==> config.mk <==
export PLATFORM = sky130hd
export DESIGN_NAME = skm_keying_ctrl
export DESIGN_NICKNAME = d
export VERILOG_FILES = /design/src/skm_pkg.sv /design/src/skm_sync3.sv /design/src/skm_keying_ctrl.sv
export SDC_FILE = /design/constraint.sdc
export NUM_CORES = 1
export LEC_CHECK = 0
export BUFFER_PORTS_ARGS = -buffer_cell sky130_fd_sc_hd__clkbuf_2
export CAP_MARGIN = 5
export CORE_UTILIZATION = 29
export CTS_CLUSTER_SIZE = 40
export DETAILED_ROUTE_END_ITERATION = 8
export SYNTH_ARGS = -nofsm -noshare
export SYNTH_HDL_FRONTEND = slang
export SYNTH_HIERARCHICAL = 1
export SYNTH_SLANG_ARGS = --single-unit
==> constraint.sdc <==
create_clock -name sys_clk -period 5.8 [get_ports sys_clk]
set_clock_uncertainty 0.05 [all_clocks]
set_input_delay 0.58 -clock sys_clk [delete_from_list [all_inputs] [get_ports sys_clk]]
set_output_delay 0.58 -clock sys_clk [all_outputs]
set_load 0.01 [all_outputs]
==> src/skm_pkg.sv <==
// shared widths, modes and reset values for the shift keying control block
`default_nettype none
package skm_pkg;

    localparam int unsigned FREQ_W   = 32;
    localparam int unsigned PHASE_W  = 16;
    localparam int unsigned RATE_W   = 32;
    localparam int unsigned SYM_W    = 2;
    localparam int unsigned LFSR_W   = 16;
    localparam int unsigned SYNC_STAGES = 3;

    localparam logic [SYM_W-1:0]   SYM_CARRIER = 2'h0;
    localparam logic [SYM_W-1:0]   SYM_HOP1    = 2'h1;
    localparam logic [SYM_W-1:0]   SYM_HOP2    = 2'h2;
    localparam logic [SYM_W-1:0]   SYM_HOP3    = 2'h3;

    localparam logic [RATE_W-1:0]  CNT_RESET   = 32'h0000_0000;
    localparam logic [LFSR_W-1:0]  LFSR_SEED   = 16'hACE1;
    // feedback taps for x^16 + x^14 + x^13 + x^11 + 1
    localparam logic [LFSR_W-1:0]  LFSR_TAPS   = 16'hB400;

    typedef enum logic [2:0] {
        SKM_TWO_LEVEL_FREQ,
        SKM_FOUR_SEQ_FREQ,
        SKM_FOUR_RND_FREQ,
        SKM_TWO_LEVEL_PHASE,
        SKM_FOUR_SEQ_PHASE,
        SKM_FOUR_RND_PHASE
    } skm_mode_t;

endpackage : skm_pkg
`default_nettype wire

==> src/skm_sync3.sv <==
// three-stage synchroniser that accepts a new level once stages two and three agree
`timescale 1ns/1ps
`default_nettype none
module skm_sync3
(
    input  wire logic sys_clk,   // system clock
    input  wire logic reset,     // synchronous reset, active high
    input  wire logic async_in,  // pin level from outside the clock domain
    output logic      level_q    // filtered, synchronised level
);

    logic stage1_q;
    logic stage2_q;
    logic stage3_q;
    wire  agree = (stage2_q == stage3_q);

    always_ff @(posedge sys_clk)
    begin
        if (reset)
        begin
            stage1_q <= 1'b0;
            stage2_q <= 1'b0;
            stage3_q <= 1'b0;
            level_q  <= 1'b0;
        end
        else
        begin
            stage1_q <= async_in;
            stage2_q <= stage1_q;
            stage3_q <= stage2_q;
            // stage1 feeds only stage2, so a metastable value never reaches the compare
            if (agree)
                level_q <= stage3_q;
        end
    end

endmodule : skm_sync3
`default_nettype wire

==> src/skm_keying_ctrl.sv <==
// symbol selection and sync generation for frequency and phase shift keying
// How it works
// two-level freq: carrier and hop alternate
// four-level sequential freq: carrier, hop1, hop2, hop3
// four-level random freq: random pick each step
// internal steps at rate; external steps on trigger
// hops are absolute values, not carrier offsets
// only one channel may own external triggers
// source drives high bit on other channel
// two-level freq external: level picks, polarity inverts
// external sequential freq: two bits pick symbol
// random modes: trigger only causes a step
// internal freq sync: 50% duty at rate
// two-level freq sync: low carrier, high hop
// sequential freq sync high on hop1, hop3
// random modes: sync unrelated to symbol
// external source: sync follows trigger line
// two-level phase: carrier and hop alternate
// four-level sequential phase cycles in order
// four-level random phase: random pick each step
// two-level phase external: level picks, polarity inverts
// external sequential phase: two bits pick symbol
// internal phase sync 50%, low carrier, high hop
// sequential phase sync high on hop1, hop3
// internal step strobe from clock divider
// random symbols drawn from free-running shift register
`timescale 1ns/1ps
`default_nettype none
module skm_keying_ctrl
(
    input  wire logic                          sys_clk,         // system clock, 100 MHz
    input  wire logic                          reset,           // synchronous reset, active high
    input  wire skm_pkg::skm_mode_t            mode_sel,        // keying mode
    input  wire logic                          ext_source,      // 1 = external trigger steps
    input  wire logic                          polarity_neg,    // 1 = negative trigger polarity
    input  wire logic                          other_ch_ext,    // other channel owns triggers
    input  wire logic [skm_pkg::RATE_W-1:0]    rate_div,        // clocks per keying step
    input  wire logic                          trig_lo_in,      // low trigger bit, async pin
    input  wire logic                          trig_hi_in,      // high trigger bit, async pin
    input  wire logic [skm_pkg::FREQ_W-1:0]    carrier_freq,    // carrier frequency word
    input  wire logic [skm_pkg::FREQ_W-1:0]    hop_freq1,       // hop_frequency_value 1
    input  wire logic [skm_pkg::FREQ_W-1:0]    hop_freq2,       // hop_frequency_value 2
    input  wire logic [skm_pkg::FREQ_W-1:0]    hop_freq3,       // hop_frequency_value 3
    input  wire logic [skm_pkg::PHASE_W-1:0]   carrier_phase,   // carrier phase word
    input  wire logic [skm_pkg::PHASE_W-1:0]   hop_phase1,      // hop_phase_value 1
    input  wire logic [skm_pkg::PHASE_W-1:0]   hop_phase2,      // hop_phase_value 2
    input  wire logic [skm_pkg::PHASE_W-1:0]   hop_phase3,      // hop_phase_value 3
    output logic [skm_pkg::FREQ_W-1:0]         freq_word_q,     // frequency word to oscillator
    output logic [skm_pkg::PHASE_W-1:0]        phase_word_q,    // phase word to oscillator
    output logic [skm_pkg::SYM_W-1:0]          symbol_q,        // selected symbol index
    output logic                               step_q,          // one-cycle pulse per step
    output logic                               sync_q,          // sync output level
    output logic                               ext_active_q     // external triggers in use
);

    // synchronised trigger lines
    logic trig_lo_s;
    logic trig_hi_s;

    skm_sync3 u_sync_lo
    (
        .sys_clk  (sys_clk),
        .reset    (reset),
        .async_in (trig_lo_in),
        .level_q  (trig_lo_s)
    );

    skm_sync3 u_sync_hi
    (
        .sys_clk  (sys_clk),
        .reset    (reset),
        .async_in (trig_hi_in),
        .level_q  (trig_hi_s)
    );

    logic [skm_pkg::RATE_W-1:0] cnt_q;
    logic [skm_pkg::RATE_W-1:0] cnt_d;
    logic [skm_pkg::LFSR_W-1:0] lfsr_q;
    logic [skm_pkg::LFSR_W-1:0] lfsr_d;
    logic                       ext_lev_q;
    logic                       rnd_sync_q;
    logic [skm_pkg::SYM_W-1:0]  symbol_d;
    logic                       sync_d;

    // mode decode
    wire mode_two  = (mode_sel == skm_pkg::SKM_TWO_LEVEL_FREQ)
                   || (mode_sel == skm_pkg::SKM_TWO_LEVEL_PHASE);
    wire mode_seq  = (mode_sel == skm_pkg::SKM_FOUR_SEQ_FREQ)
                   || (mode_sel == skm_pkg::SKM_FOUR_SEQ_PHASE);
    wire mode_rnd  = (mode_sel == skm_pkg::SKM_FOUR_RND_FREQ)
                   || (mode_sel == skm_pkg::SKM_FOUR_RND_PHASE);
    wire mode_freq = (mode_sel == skm_pkg::SKM_TWO_LEVEL_FREQ)
                   || (mode_sel == skm_pkg::SKM_FOUR_SEQ_FREQ)
                   || (mode_sel == skm_pkg::SKM_FOUR_RND_FREQ);

    // shared triggers
    // a request is refused while the other channel owns the trigger pins
    wire ext_on = ext_source && !other_ch_ext;

    // internal rate divider
    // a divide value of zero behaves as one so the strobe never stalls
    wire [skm_pkg::RATE_W-1:0] div_last = (rate_div == skm_pkg::CNT_RESET)
                                        ? skm_pkg::CNT_RESET
                                        : rate_div - 32'h0000_0001;
    wire int_step = !ext_on && (cnt_q >= div_last);
    assign cnt_d  = (ext_on || int_step) ? skm_pkg::CNT_RESET : cnt_q + 32'h0000_0001;

    // polarity applies to the level seen in external mode
    wire ext_lev  = trig_lo_s ^ polarity_neg;
    // random modes step on the active edge only
    wire ext_edge = ext_on && ext_lev && !ext_lev_q;

    // step source
    wire step_now = ext_on ? (mode_rnd ? ext_edge : 1'b0) : int_step;

    // free-running sequence
    wire lfsr_fb = ^(lfsr_q & skm_pkg::LFSR_TAPS);
    assign lfsr_d = {lfsr_q[skm_pkg::LFSR_W-2:0], lfsr_fb};

    // symbol selection by mode and source
    wire [skm_pkg::SYM_W-1:0] sym_two_int = {1'b0, ~symbol_q[0]};
    wire [skm_pkg::SYM_W-1:0] sym_seq_int = symbol_q + 2'h1;
    wire [skm_pkg::SYM_W-1:0] sym_two_ext = {1'b0, ext_lev};
    wire [skm_pkg::SYM_W-1:0] sym_seq_ext = {trig_hi_s, trig_lo_s};
    wire [skm_pkg::SYM_W-1:0] sym_rnd     = lfsr_q[skm_pkg::SYM_W-1:0];

    always_comb
    begin
        symbol_d = symbol_q;
        if (mode_two)
        begin
            // alternate; R8 R19 external level picks
            if (ext_on)
                symbol_d = sym_two_ext;
            else if (step_now)
                symbol_d = sym_two_int;
        end
        else if (mode_seq)
        begin
            // fixed order; R9 R20 external bits pick, polarity ignored
            if (ext_on)
                symbol_d = sym_seq_ext;
            else if (step_now)
                symbol_d = sym_seq_int;
        end
        else if (mode_rnd && step_now)
        begin
            // random pick at each step
            symbol_d = sym_rnd;
        end
    end

    // two-level sync makes one full cycle per carrier and hop pair
    // internal sync: 50% duty; R12 R13 R21 R22 low on carrier and hop2
    // random modes toggle per step, unrelated to the chosen symbol
    // external source: sync follows the received trigger line
    wire sync_int = mode_rnd ? (rnd_sync_q ^ step_now) : symbol_d[0];
    assign sync_d = ext_on ? trig_lo_s : sync_int;

    // hop values are absolute words, muxed straight through
    wire [skm_pkg::FREQ_W-1:0] freq_pick =
        (symbol_d == skm_pkg::SYM_HOP1) ? hop_freq1 :
        (symbol_d == skm_pkg::SYM_HOP2) ? hop_freq2 :
        (symbol_d == skm_pkg::SYM_HOP3) ? hop_freq3 : carrier_freq;
    wire [skm_pkg::PHASE_W-1:0] phase_pick =
        (symbol_d == skm_pkg::SYM_HOP1) ? hop_phase1 :
        (symbol_d == skm_pkg::SYM_HOP2) ? hop_phase2 :
        (symbol_d == skm_pkg::SYM_HOP3) ? hop_phase3 : carrier_phase;
    wire [skm_pkg::FREQ_W-1:0]  freq_d  = mode_freq ? freq_pick : carrier_freq;
    wire [skm_pkg::PHASE_W-1:0] phase_d = mode_freq ? carrier_phase : phase_pick;

    always_ff @(posedge sys_clk)
    begin
        if (reset)
        begin
            cnt_q        <= skm_pkg::CNT_RESET;
            lfsr_q       <= skm_pkg::LFSR_SEED;
            // edge history starts at the level ext_lev has while trig_lo_s is reset low, so release gives no false step
            ext_lev_q    <= polarity_neg;
            rnd_sync_q   <= 1'b0;
            symbol_q     <= skm_pkg::SYM_CARRIER;
            step_q       <= 1'b0;
            sync_q       <= 1'b0;
            ext_active_q <= 1'b0;
            freq_word_q  <= '0;
            phase_word_q <= '0;
        end
        else
        begin
            cnt_q        <= cnt_d;
            lfsr_q       <= lfsr_d;
            ext_lev_q    <= ext_lev;
            rnd_sync_q   <= sync_int;
            symbol_q     <= symbol_d;
            step_q       <= step_now;
            sync_q       <= sync_d;
            ext_active_q <= ext_on;
            freq_word_q  <= freq_d;
            phase_word_q <= phase_d;
        end
    end
endmodule : skm_keying_ctrl
`default_nettype wire

==> results.ini <==
[timing]
min_period_ps = 5143
holdWs_ps = 361.9
hold_viol = 0
post-route-period-util_pct = 88.67
setup_viol = 0
max_freq_mhz = 194.4
slew_violations = 0
tightest_slew_ps = 747.8
slew_headroom_pct = 49.99
timing.final.ws_setup_ps = 657.1
rsz0062_at_grt = no
finalSetupTns_ps = 0

[drt]
wl_per_cell_um = 15.76
dr.pass1.iters = 5
vias = 6635
drt_iter0_markers = 377
drc = 0
final_antenna_net_count = 0
via_per_inst = 5.008
routed_wl_mm = 20.88

[clock_network]
clock_latency_ps = 360
clkTransAtPathRegs_ps = 80
root_buffer = clkbuf_16
clk_path_buf_depth = 2
cts_tree = built
h-tree-depth = 3
post_cts_resized = 0
post_cts_buffers = 0
hold_buffers = 0
clkSinkCount = 111
numCtsBuffers = 9

[finish]
multi_input_area_sq_um = 4250
fillCellCount = 2354
area_delta_synth_final_pct = 30.99
nets = 1304
regArea_sq_um = 2222
drive_gt1_share_pct = 33.85
diodes = 0

[floorplanning]
die_w_um = 154.0
dieArea_sq_um = 23710
die_height_um = 154.0
ios = 287
rows = 55
start_util_pct = 29.58
core_sq_um = 22640

[synthesis]
synth.avg_cell_area_sq_um = 8.824
yosysTopAreaCell = dfxtp_1
synth-edff-count = 0
synth.most_common_cell = dfxtp_1
syn_nets = 1028
synth_seq_cells = 111
ys_top_cells_by_count = dfxtp_1, nor2_1, nand2_1, mux2i_1, xor2_1
synth_cells = 759
ys_seq_area_share_pct = 33.18
synth_cell_types = 60
synth_top_cells_by_area = dfxtp_1, mux2i_1, ha_1
synth_top_flop_cell = dfxtp_1
synth_top_area_share_pct = 33.18
yosys_warnings = 6
async_flop_share_pct = 0
synth.cell_area_sq_um = 6698

[run]
drv_cap = 0

[critical_path]
arrival_ps = 5340
r2r-start = cnt_q[0]
regToRegSetupSlack_ps = 2080
critPathKind = in -> reg
crit_path_end_kind = flop
path_max_fanout = 30
critPathLaunchType = input port
cp.required_ps = 6000
reg2reg_depth = 11
reg2reg_to = freq_word_q[2]

[worst_hold_path]
min_delay_path_depth = 1
hold_end = lfsr_q[6]
holdCritStartpoint = lfsr_q[5]
min_path_type = reg -> reg

[power_and_ir_drop]
seq_power_share_pct = 41.3
cellLeakagePower_nw = 4.094
power_frac_comb_pct = 26.9
total_power_mw = 2.057
p_sw_share_pct = 30.49
p_switching_mw = 0.6271
peakVddDrop_mv = 0.1542
p_per_area_nw_per_um2 = 234.4
p_int_mw = 1.429
power_frac_clock_pct = 31.8

[global_routing]
antenna_found_initial = 0
grt_pass1_wl_mm = 32.84
grt_usage_pct = 17.48
grt_pass1_vias = 6439
overflow = 0
grt_max_degree = 39

[run_status]
outcome = finished clean

[placed_design]
dp_hpwl_mm = 16.54
place_congestion = 0.8781
place_ws_ps = 310.2
port_buffers = 286

power groups by stage:
stage	logic (mW)	clock network, mW	registers (mW)
after floorplan	0.310	0	0.888
after global placement	0.552	0	0.868
after CTS	0.556	0.684	0.850
after detailed placement	0.554	0	0.867
after global routing	0.601	0.713	0.855
final	0.553	0.655	0.849
layout by cell type, fill, tap and decap left out, types with 19 or more instances in the layout:
cell type,count
a221o_1,30
buf_4,19
clkbuf_2,286
dfxtp_1,111
ha_1,35
mux2i_1,49
nand2_1,62
nor2_1,90
nor2b_1,19
o21a_1,32
o21ai_1,20
xor2_1,42
routing by layer:
layer | wire length (um) | GRT usage (%)
met5 | 0 | 0
met4 | 440 | 5.429
met3 | 1335 | 4.707
met2 | 10230 | 30.74
met1 | 8866 | 20.55
layout make-up:
cell class | instances | area share, %
clock buffers | 9 | 2.567
flip-flops and latches | 111 | 25.33
clock inverters | 7 | 0.8985
inverters | 7 | 0.2995
multi-input cells | 599 | 48.45
repair buffers | 307 | 18.40
well taps | 285 | 4.064
how the worst max path moves through the flow:
stage                      start  slack, ps               end
finish              rate_div[12]        660    freq_word_q[2]
global route         rate_div[5]        310   phase_word_q[5]
CTS                 rate_div[12]        690    freq_word_q[2]
detailed placement  rate_div[12]        310    freq_word_q[2]
global placement    rate_div[12]        340    freq_word_q[1]
floorplan           rate_div[12]        830  phase_word_q[10]
through the flow:
step,instances,utilization (%),instance area (sq um)
2_1_floorplan,759,-,6698
3_3_place_gp,1309,37.41,8469
3_5_place_dp,1309,37.41,8469
4_1_cts,1325,38.75,8773
5_1_grt,1325,38.75,8773
6_report,1325,38.75,8773
worst max-delay path, stage by stage:
cell      delay, ps
clkbuf_2        100
or4_1           570
or2_2           360
nor3_1          200
nand3_1         340
buf_4           290
nand2_1          60
ha_1            230
a21o_1          160
nand3_1          80
a21oi_1          60
o41a_1          540
or3b_1          430
a32o_4          380
nand2b_4        320
o21a_1          270
a221o_1         330
sequential cells by signal, summed over array words and instances, names as in the netlist:
signal / cells
u_sync_lo/level_q: 1
ext_lev_q: 1
u_sync_hi/level_q: 1
u_sync_hi/stage2_q: 1
step_q: 1
u_sync_lo/stage2_q: 1
u_sync_lo/stage3_q: 1
sync_q: 1
phase_word_q: 16
cnt_q: 32
u_sync_hi/stage3_q: 1
u_sync_hi/stage1_q: 1
rnd_sync_q: 1
symbol_q: 2
lfsr_q: 16
freq_word_q: 32
ext_active_q: 1
u_sync_lo/stage1_q: 1
logic make-up (layout without fill, tap and decap cells):
family	Yosys count	after routing	synth area share, %
and+or+nand+nor	273	273	20.34
muxes	50	50	7.491
xor gates and xnor gates	58	58	7.584
DFF	111	111	33.18
AOI/OAI and AO/OA	183	183	20.96
adders and majority gates	35	35	6.538
buffers and inverters	49	330	3.904
Note: power is estimated with default switching activity, not from simulation.
